File: src/rtl/ext_bus_regs.svh
// Constants for the external bus wait and hold controller.
`ifndef EXT_BUS_REGS_SVH
`define EXT_BUS_REGS_SVH

`define LATCH_SEL_NONE 2'h0
`define LATCH_SEL_PIN_A 2'h1
`define LATCH_SEL_PIN_B 2'h2
`define LATCH_SEL_PIN_C 2'h3
`define CLK_FUNC_PORT 2'h0
`define ADDR_RESET 24'h000000
`define DATA_RESET 16'h0000

`endif

File: src/rtl/ext_bus_pkg.sv
// Types shared by the external bus controller files.
package ext_bus_pkg;

typedef enum {
    ST_IDLE,
    ST_ACCESS,
    ST_SOFT_WAIT,
    ST_LAST,
    ST_READY_WAIT,
    ST_HOLD
} bus_state_type;

typedef enum logic [1:0] {
    GRANT_NONE,
    GRANT_HOLD,
    GRANT_DMA,
    GRANT_CPU
} grant_type;

endpackage

File: src/rtl/ext_bus_ctrl.sv
// External bus controller: latch strobe, wait request, hold hand-over and bus clock output.
// Behaviour
// - Latch strobe routed to pin by select bits.
// - Latch strobe pulses on internal accesses too.
// - Low wait sample on last clock stretches external cycles.
// - High wait sample resumes the stalled cycle.
// - Pins frozen while waiting; peripherals run.
// - Wait ignored just before software waits.
// - Finish current access before entering hold.
// - Stay in hold, grant low, while requested.
// - Priority: external request, DMA, then CPU.
// - Hold floats strobes, address, data, selects, enable.
// - Hold keeps ports, drives latch strobe low.
// - Hold stops watchdog, CPU and DMA grants; other peripherals keep running.
// - Internal access keeps address, floats data.
// - Internal access keeps upper byte enable.
// - Internal access: strobes, selects high; latch toggles.
// - Bus clock out only when selects are zero.
// - No bus clock in single-chip mode.
`timescale 1ns/1ps
`include "ext_bus_regs.svh"
module ext_bus_ctrl #(
    parameter int ADDR_W = 24,
    parameter int DATA_W = 16,
    parameter int CS_W = 4,
    parameter int PORT_W = 8,
    parameter int SOFT_WAIT_W = 4
) (
    input wire logic REF_CLK,
    input wire logic RSTN,
    // Bus clock from the clock generator, sampled here.
    input wire logic BUS_CLK,
    input wire logic WAIT_REQ_N,
    input wire logic BUS_REQ_N,
    // Requests from the two internal masters.
    input wire logic CPU_REQ,
    input wire logic CPU_WRITE,
    input wire logic CPU_INTERNAL,
    input wire logic [ADDR_W-1:0] CPU_ADDR,
    input wire logic [DATA_W-1:0] CPU_WDATA,
    input wire logic [CS_W-1:0] CPU_CS,
    input wire logic [1:0] CPU_BYTE_EN,
    input wire logic DMA_REQ,
    input wire logic DMA_WRITE,
    input wire logic DMA_INTERNAL,
    input wire logic [ADDR_W-1:0] DMA_ADDR,
    input wire logic [DATA_W-1:0] DMA_WDATA,
    input wire logic [CS_W-1:0] DMA_CS,
    input wire logic [1:0] DMA_BYTE_EN,
    input wire logic [SOFT_WAIT_W-1:0] SOFT_WAITS,
    input wire logic [PORT_W-1:0] PORT_OUT_NEXT,
    input wire logic LATCH_PIN_SELECT_HI,
    input wire logic LATCH_PIN_SELECT_LO,
    input wire logic CLOCK_PIN_OUTPUT_SELECT,
    input wire logic CLOCK_OUT_FUNCTION_HI,
    input wire logic CLOCK_OUT_FUNCTION_LO,
    input wire logic SINGLE_CHIP_MODE,
    input wire logic [DATA_W-1:0] DATA_IN,
    output logic CPU_GRANT,
    output logic DMA_GRANT,
    output logic CYCLE_DONE,
    output logic [DATA_W-1:0] READ_DATA,
    output logic WATCHDOG_RUN,
    output logic HOLD_GRANT_N,
    output logic READ_STROBE_N,
    output logic READ_STROBE_OE_N,
    output logic LOW_BYTE_STORE_STROBE_N,
    output logic HIGH_BYTE_STORE_STROBE_N,
    output logic STORE_STROBE_OE_N,
    output logic UPPER_BYTE_ENABLE_N,
    output logic UPPER_BYTE_ENABLE_OE_N,
    output logic [ADDR_W-1:0] ADDR_OUT,
    output logic ADDR_OE_N,
    output logic [DATA_W-1:0] DATA_OUT,
    output logic DATA_OE_N,
    output logic [CS_W-1:0] CHIP_SELECT_N,
    output logic CHIP_SELECT_OE_N,
    output logic [2:0] LATCH_STROBE_PINS,
    output logic [PORT_W-1:0] PORT_PINS,
    output logic CLOCK_OUT_PIN,
    output logic CLOCK_OUT_PIN_EN
);
    // ----------------------------------------------------------------
    // State
    // ----------------------------------------------------------------
    typedef struct packed {
        ext_bus_pkg::bus_state_type st;
        ext_bus_pkg::grant_type owner;
        logic bclk_prev;
        logic wr;
        logic internal;
        logic [SOFT_WAIT_W-1:0] waits;
        logic [ADDR_W-1:0] addr;
        logic [DATA_W-1:0] wdata;
        logic [CS_W-1:0] cs_n;
        logic [1:0] be;
        logic ube_n;
        logic rd_n;
        logic wrl_n;
        logic wrh_n;
        logic ale;
        logic data_oe_n;
        logic float_n;
        logic hold_n;
        logic [PORT_W-1:0] port;
        logic done;
        logic [DATA_W-1:0] rdata;
        logic clk_out;
    } ctrl_state_type;

    ctrl_state_type s_q;
    ctrl_state_type s_d;

    logic bclk_s;
    logic wait_n_s;
    logic breq_n_s;
    logic [DATA_W-1:0] din_s;

    // ----------------------------------------------------------------
    // Synchronisers
    // ----------------------------------------------------------------
    // The data word is settled for a whole bus clock before it is captured.
    // A plain two flip-flop pass is therefore safe for it, even without a handshake.
    pin_sync #(
        .WIDTH(3 + DATA_W),
        .RESET_VALUE({3'h3, {DATA_W{1'b0}}})
    ) u_sync (
        .clk(REF_CLK),
        .rst_n(RSTN),
        .d({BUS_CLK, WAIT_REQ_N, BUS_REQ_N, DATA_IN}),
        .q({bclk_s, wait_n_s, breq_n_s, din_s})
    );

    logic bclk_rise;
    logic bclk_fall;
    assign bclk_rise = bclk_s && !s_q.bclk_prev;
    assign bclk_fall = !bclk_s && s_q.bclk_prev;

    // ----------------------------------------------------------------
    // Arbitration
    // ----------------------------------------------------------------
    function automatic ext_bus_pkg::grant_type pick(input logic hold_rq, input logic dma_rq, input logic cpu_rq);
        ext_bus_pkg::grant_type g;
        g = ext_bus_pkg::GRANT_NONE;
        if (hold_rq) begin
            g = ext_bus_pkg::GRANT_HOLD;
        end else if (dma_rq) begin
            g = ext_bus_pkg::GRANT_DMA;
        end else if (cpu_rq) begin
            g = ext_bus_pkg::GRANT_CPU;
        end
        return g;
    endfunction

    ext_bus_pkg::grant_type next_owner;
    assign next_owner = pick(!breq_n_s, DMA_REQ, CPU_REQ);

    // ----------------------------------------------------------------
    // Bus cycle sequencer
    // ----------------------------------------------------------------
    always_comb begin
        s_d = s_q;
        s_d.bclk_prev = bclk_s;
        s_d.done = 1'b0;
        s_d.clk_out = bclk_s;
        case (s_q.st)
            ext_bus_pkg::ST_IDLE: begin
                s_d.port = PORT_OUT_NEXT;
                s_d.ale = 1'b0;
                if (bclk_rise) begin
                    s_d.owner = next_owner;
                    if (next_owner == ext_bus_pkg::GRANT_HOLD) begin
                        s_d.st = ext_bus_pkg::ST_HOLD;
                        s_d.float_n = 1'b1;
                        s_d.hold_n = 1'b0;
                        s_d.data_oe_n = 1'b1;
                        s_d.ale = 1'b0;
                    end else if (next_owner != ext_bus_pkg::GRANT_NONE) begin
                        s_d.st = ext_bus_pkg::ST_ACCESS;
                        s_d.ale = 1'b1;
                        if (next_owner == ext_bus_pkg::GRANT_DMA) begin
                            s_d.wr = DMA_WRITE;
                            s_d.internal = DMA_INTERNAL;
                            s_d.wdata = DMA_WDATA;
                            s_d.be = DMA_BYTE_EN;
                            if (!DMA_INTERNAL) begin
                                s_d.addr = DMA_ADDR;
                                s_d.cs_n = ~DMA_CS;
                            end
                        end else begin
                            s_d.wr = CPU_WRITE;
                            s_d.internal = CPU_INTERNAL;
                            s_d.wdata = CPU_WDATA;
                            s_d.be = CPU_BYTE_EN;
                            if (!CPU_INTERNAL) begin
                                s_d.addr = CPU_ADDR;
                                s_d.cs_n = ~CPU_CS;
                            end
                        end
                        s_d.waits = SOFT_WAITS;
                    end
                end
            end
            ext_bus_pkg::ST_ACCESS: begin
                if (bclk_fall) begin
                    s_d.ale = 1'b0;
                    if (s_q.internal) begin
                        s_d.cs_n = {CS_W{1'b1}};
                        s_d.data_oe_n = 1'b1;
                    end else begin
                        s_d.ube_n = !s_q.be[1];
                        s_d.rd_n = s_q.wr;
                        s_d.wrl_n = !(s_q.wr && s_q.be[0]);
                        s_d.wrh_n = !(s_q.wr && s_q.be[1]);
                        s_d.data_oe_n = !s_q.wr;
                    end
                    // The wait request is not looked at here, so a request that arrives just
                    // ahead of the software waits has no effect.
                    s_d.st = (s_q.waits != '0) ? ext_bus_pkg::ST_SOFT_WAIT : ext_bus_pkg::ST_LAST;
                end
            end
            ext_bus_pkg::ST_SOFT_WAIT: begin
                if (bclk_fall) begin
                    s_d.waits = s_q.waits - 1'b1;
                    if (s_q.waits == {{(SOFT_WAIT_W-1){1'b0}}, 1'b1}) begin
                        s_d.st = ext_bus_pkg::ST_LAST;
                    end
                end
            end
            ext_bus_pkg::ST_LAST, ext_bus_pkg::ST_READY_WAIT: begin
                // Outputs are left untouched while stretched, so pins hold their state.
                if (bclk_fall) begin
                    if (!s_q.internal && !wait_n_s) begin
                        s_d.st = ext_bus_pkg::ST_READY_WAIT;
                    end else begin
                        s_d.st = ext_bus_pkg::ST_IDLE;
                        s_d.done = 1'b1;
                        s_d.rdata = din_s;
                        s_d.rd_n = 1'b1;
                        s_d.wrl_n = 1'b1;
                        s_d.wrh_n = 1'b1;
                        s_d.data_oe_n = 1'b1;
                        s_d.owner = ext_bus_pkg::GRANT_NONE;
                    end
                end
            end
            ext_bus_pkg::ST_HOLD: begin
                if (breq_n_s) begin
                    s_d.st = ext_bus_pkg::ST_IDLE;
                    s_d.hold_n = 1'b1;
                    s_d.float_n = 1'b0;
                    s_d.owner = ext_bus_pkg::GRANT_NONE;
                end
            end
            default: begin
                s_d.st = ext_bus_pkg::ST_IDLE;
            end
        endcase
    end

    always_ff @(posedge REF_CLK or negedge RSTN) begin
        if (!RSTN) begin
            s_q <= '{
                st: ext_bus_pkg::ST_IDLE,
                owner: ext_bus_pkg::GRANT_NONE,
                // Matches the synchroniser's reset level, so no false edge follows reset.
                bclk_prev: 1'b0,
                wr: 1'b0,
                internal: 1'b0,
                waits: '0,
                addr: `ADDR_RESET,
                wdata: `DATA_RESET,
                cs_n: '1,
                be: 2'h0,
                ube_n: 1'b1,
                rd_n: 1'b1,
                wrl_n: 1'b1,
                wrh_n: 1'b1,
                ale: 1'b0,
                data_oe_n: 1'b1,
                float_n: 1'b0,
                hold_n: 1'b1,
                port: '0,
                done: 1'b0,
                rdata: `DATA_RESET,
                clk_out: 1'b0
            };
        end else begin
            s_q <= s_d;
        end
    end

    // ----------------------------------------------------------------
    // Pin drive
    // ----------------------------------------------------------------
    logic clk_enable;
    // The clock gate uses the synchronised bus clock, so the pin lags by three reference clocks.
    assign clk_enable = !CLOCK_PIN_OUTPUT_SELECT && !SINGLE_CHIP_MODE &&
        ({CLOCK_OUT_FUNCTION_HI, CLOCK_OUT_FUNCTION_LO} == `CLK_FUNC_PORT);

    // Select code zero leaves every strobe pin free for port use.
    function automatic logic [2:0] latch_onehot(input logic [1:0] code);
        logic [2:0] hit;
        hit = 3'h0;
        if (code == `LATCH_SEL_PIN_A) begin
            hit = 3'h1;
        end else if (code == `LATCH_SEL_PIN_B) begin
            hit = 3'h2;
        end else if (code == `LATCH_SEL_PIN_C) begin
            hit = 3'h4;
        end
        return hit;
    endfunction

    logic [1:0] latch_sel;
    logic [2:0] latch_hit;
    assign latch_sel = {LATCH_PIN_SELECT_HI, LATCH_PIN_SELECT_LO};
    assign latch_hit = latch_onehot(latch_sel);

    genvar gi;
    generate
        for (gi = 0; gi < 3; gi++) begin : g_latch
            assign LATCH_STROBE_PINS[gi] = s_q.ale && latch_hit[gi];
        end
    endgenerate

    assign CPU_GRANT = (s_q.owner == ext_bus_pkg::GRANT_CPU);
    assign DMA_GRANT = (s_q.owner == ext_bus_pkg::GRANT_DMA);
    assign CYCLE_DONE = s_q.done;
    assign READ_DATA = s_q.rdata;
    assign WATCHDOG_RUN = s_q.hold_n;
    assign HOLD_GRANT_N = s_q.hold_n;
    assign READ_STROBE_N = s_q.rd_n;
    assign READ_STROBE_OE_N = s_q.float_n;
    assign LOW_BYTE_STORE_STROBE_N = s_q.wrl_n;
    assign HIGH_BYTE_STORE_STROBE_N = s_q.wrh_n;
    assign STORE_STROBE_OE_N = s_q.float_n;
    assign UPPER_BYTE_ENABLE_N = s_q.ube_n;
    assign UPPER_BYTE_ENABLE_OE_N = s_q.float_n;
    assign ADDR_OUT = s_q.addr;
    assign ADDR_OE_N = s_q.float_n;
    assign DATA_OUT = s_q.wdata;
    assign DATA_OE_N = s_q.data_oe_n;
    assign CHIP_SELECT_N = s_q.cs_n;
    assign CHIP_SELECT_OE_N = s_q.float_n;
    assign PORT_PINS = s_q.port;
    assign CLOCK_OUT_PIN = s_q.clk_out && clk_enable;
    assign CLOCK_OUT_PIN_EN = clk_enable;
endmodule

File: src/rtl/pin_sync.sv
// Two flip-flop synchroniser for inputs from outside the clock domain.
`timescale 1ns/1ps
module pin_sync #(
    parameter int WIDTH = 1,
    parameter logic [WIDTH-1:0] RESET_VALUE = '0
) (
    input wire logic clk,
    input wire logic rst_n,
    input wire logic [WIDTH-1:0] d,
    output logic [WIDTH-1:0] q
);
    typedef struct packed {
        logic [WIDTH-1:0] first;
        logic [WIDTH-1:0] second;
    } sync_state_type;

    sync_state_type s_q;
    sync_state_type s_d;

    always_comb begin
        s_d = s_q;
        s_d.first = d;
        s_d.second = s_q.first;
    end

    always_ff @(posedge clk or negedge rst_n) begin
        if (!rst_n) begin
            s_q <= {RESET_VALUE, RESET_VALUE};
        end else begin
            s_q <= s_d;
        end
    end

    assign q = s_q.second;
endmodule

File: config.mk
export PLATFORM = sky130hd
export DESIGN_NAME = ext_bus_ctrl
export DESIGN_NICKNAME = d
export VERILOG_FILES = /design/src/rtl/ext_bus_pkg.sv /design/src/rtl/ext_bus_ctrl.sv /design/src/rtl/pin_sync.sv
export VERILOG_INCLUDE_DIRS = /design/src /design/src/rtl
export SDC_FILE = /design/constraint.sdc
export NUM_CORES = 1
export LEC_CHECK = 0
export ABC_CLOCK_PERIOD_IN_PS = 2230
export BUFFER_PORTS_ARGS = -buffer_cell sky130_fd_sc_hd__buf_2
export CAP_MARGIN = 30
export CORE_MARGIN = 10
export CORE_UTILIZATION = 45
export DETAILED_ROUTE_END_ITERATION = 12
export GPL_TIMING_DRIVEN = 1
export PLACE_DENSITY = 0.76
export SLEW_MARGIN = 20
export SYNTH_ARGS = -nofsm -noshare
export SYNTH_HDL_FRONTEND = slang
export SYNTH_SLANG_ARGS = --single-unit
File: constraint.sdc
create_clock -name REF_CLK -period 2.23 [get_ports REF_CLK]
set_input_delay 0 -clock REF_CLK [delete_from_list [all_inputs] [get_ports REF_CLK]]
set_output_delay 0 -clock REF_CLK [all_outputs]
set_load 0.01 [all_outputs]
==> flow_summary.yaml <==
outcome:
  outcome: "complete, no violations"
yosys:
  synthesis.nets: 671
  async_reset_ff_share_pct: 100
  syn_inst: 531
  synth.avg_cell_area_um2: 10.9
  yosysUniqueCellTypes: 48
  synth_edf_count: 0
  yosys.area.top_type: "dfrtp_1"
  synth_area_leaders: "dfrtp_1 (50%), buf_4 (9.6%), mux2i_1 (8.1%)"
  yosysWarnings: 0
  synth_top_flop_cell: "dfrtp_1"
  yosysTopAreaCellShare_pct: 49.5
  synth_area_mm2: 0.00581
  synth_seq_area_share_pct: 55.8
  ys_ff_latch: 129
route:
  via_per_inst: 4.91
  firstDrtPassIters: 4
  ant_nets: 0
  drc_errors: 0
  drt_iter0_markers: 164
  routed_wl_um: 18100
  wl_per_cell_um: 18.1
  vias: 4906
power:
  p_sw_mw: 3.35
  internal-power_mw: 6.57
  ir_drop_mv: 0.578
  clkPwrFrac_pct: 29.8
  leakagePower_nw: 4.30
  seqPwrFrac_pct: 37.9
  pwr-share-comb_pct: 32.3
  p_per_area_mw_per_mm2: 1170
  p_sw_share_pct: 33.8
global_routing:
  grt_usage_pct: 20.3
  antenna_found_initial: 7
  grt_pass1_vias: 5536
  grt_start_max_net_pins: 60
  grt-ovfl-total: 0
  grt_pass1_wl_um: 28900
clock_tree:
  cts-resized-gates: 0
  htree_levels: 4
  cts-root-buf: "clkbuf_16"
  cts_tree: "yes"
  clkTransAtPathRegs_ps: 60
  worstSkewPairLatency_ps: 420
  cts_setup_buffers: 0
  clockBufferDepth: 2
  cts-buffers-inserted: 17
  cts.sink_count: 129
timing:
  relSlewSlack_pct: 46.0
  max_freq_mhz: 475
  post-route-period-util_pct: 94.4
  report.final.slew_viol_count: 0
  finClkSkew_ps: 12.6
  finalCriticalPeriod_ps: 2110
  fin_tns_setup_ps: 0
  hold_ws_ps: 22.1
  hold_viol_final: 0
  rsz0062_at_grt: "no"
  fin_ws_ps: 124
  setup-violations-final: 0
  worst_slew_pin_slew_ps: 807
place:
  dpl.cell_count: 843
  hpwlAfterDp_um: 11300
  dp_slack_ps: 218
  port_buffers: 224
  routabilityCongestion: 0.826
run:
  drv_cap: 0
die:
  fp.dieH_um: 134
  coreArea_mm2: 0.0126
  num_rows: 41
  start_util_pct: 46.1
  fp.dieW_um: 134
  die-area_mm2: 0.0179
  io_pins: 225
worst_hold_path:
  hp-class: "in2reg"
worst_setup_path:
  path_cells: "nand2_2 -> buf_4 -> mux2i_1 -> dlygate4sd3_1 -> o21ai_0"
  crit_type: "reg2reg"
  crit_arrival_ps: 2400
  cp_max_fo: 30
  path_delay_family: "buffers and inverters"
  path_buf_inv: 2
  critPathLaunchType: "register"
  critPathSlowestCell: "dfstp_2"
  endpoint_kind: "register"
  max_stage_delay_ps: 640
  r2r_slack_ps: 120
  cp.required_ps: 2530
finish:
  fin_cells: 1000
  area_growth_pct: 45.6
  drive_gt1_share_pct: 38.4
  fin_nets: 949
worst reg2reg max path, cell delays in order, from the launching register on:
cell and delay (ps):
dfstp_2 640, nand2_2 100, buf_4 290, mux2i_1 230, dlygate4sd3_1 620, o21ai_0 100
registers in the layout (all words and copies together), names as in the netlist:
name	cells
ADDR_OE_N	1
ADDR_OUT	24
CHIP_SELECT_N	4
CYCLE_DONE	1
DATA_OE_N	1
DATA_OUT	16
HIGH_BYTE_STORE_STROBE_N	1
HOLD_GRANT_N	1
LOW_BYTE_STORE_STROBE_N	1
PORT_PINS	8
READ_DATA	16
READ_STROBE_N	1
UPPER_BYTE_ENABLE_N	1
s_q	15
u_sync.q	19
u_sync.s_d	19
logic make-up after synthesis:
kind of cell	share of synthesized area, %
simple gates	10.8
compound gates	8.89
fa+ha+maj	0.646
mux	12.2
flops	55.8
xor+xnor	0.151
buf+inv	11.6
stage by stage:
step | total power [mW] | util (%) | instance area (um^2)
global placement | 6.59 | 52.5 | 6630
finish | 9.92 | 67.1 | 8470
detailed placement | 6.73 | 52.5 | 6630
CTS | 9.91 | 66.9 | 8450
floorplan | 6.15 | - | 5810
global route | 10.5 | 67.0 | 8460
placed cells by master (no fill, tap or decap), types with 7 or more instances in the layout:
master and n:
buf_2 223, dlygate4sd3_1 119, dfrtp_1 115, nand2_1 60, mux2i_1 47, nor2_1 39, a21oi_1 34, o21ai_0 31
mux2_2 21, clkbuf_16 17, buf_4 15, dfstp_2 14, diode_2 7, nor2b_1 7
power groups by stage:
stage                     combinational, mW  clock [mW]  sequential [mW]
after global routing                   3.53        3.12             3.86
after floorplan                        2.57           0             3.58
after CTS                              3.18        3.01             3.73
after detailed placement               2.98           0             3.75
after global placement                 2.89           0             3.70
final                                  3.20        2.96             3.76
layer usage:
layer  vias up  wire (um)  GRT usage, %  part of all wire (%)
met1      2342       6540          20.2                    36
met2       213       9500          35.0                    53
li1       2297          -             -                     -
met4         0        752          13.1                   4.2
met3        54       1270          7.48                   7.0
met5         -          0             0                     0
what timing repair did:
action | 4_1_cts | 5_1_grt
endpoints found under the hold margin | 118 | 0
hold buffers | 119 | 0
endpoints found under the setup margin | 0 | 0
Yosys cell counts (4+ instances only):
cell type,instances
nand3_1,5
o21ai_0,31
clkbuf_1,19
dfrtp_1,115
a31oi_1,4
inv_1,5
nor2_1,39
dfstp_2,14
buf_4,74
nor2b_1,7
nand2_1,61
nor3b_1,5
mux2i_1,47
a21oi_1,34
mux2_2,21
layout make-up:
cell class                      instances  area (um^2)
Fill cell                             946         4150
Sequential cell                       129         3250
Timing Repair Buffer                  358         2440
Multi-Input combinational cell        298         1900
Clock buffer                           17          425
Tap cell                              172          215
Clock inverter                         14          205
Inverter                                5         18.8
Antenna cell                            7         17.5
path summary, 6_finish.rpt:
check | start | end | depth (start not counted)
max in group asynchronous | RSTN | u_sync.q[16] | 3
min | CPU_CS[2] | CHIP_SELECT_N[2] | 4
max reg2reg | u_sync.q[16] | ADDR_OUT[21] | 5
max | u_sync.q[16] | ADDR_OUT[21] | 5
min in group asynchronous | RSTN | PORT_PINS[5] | 2
min reg2reg | u_sync.s_d[1] | u_sync.q[1] | 0
(Power assumes the default switching activity.)
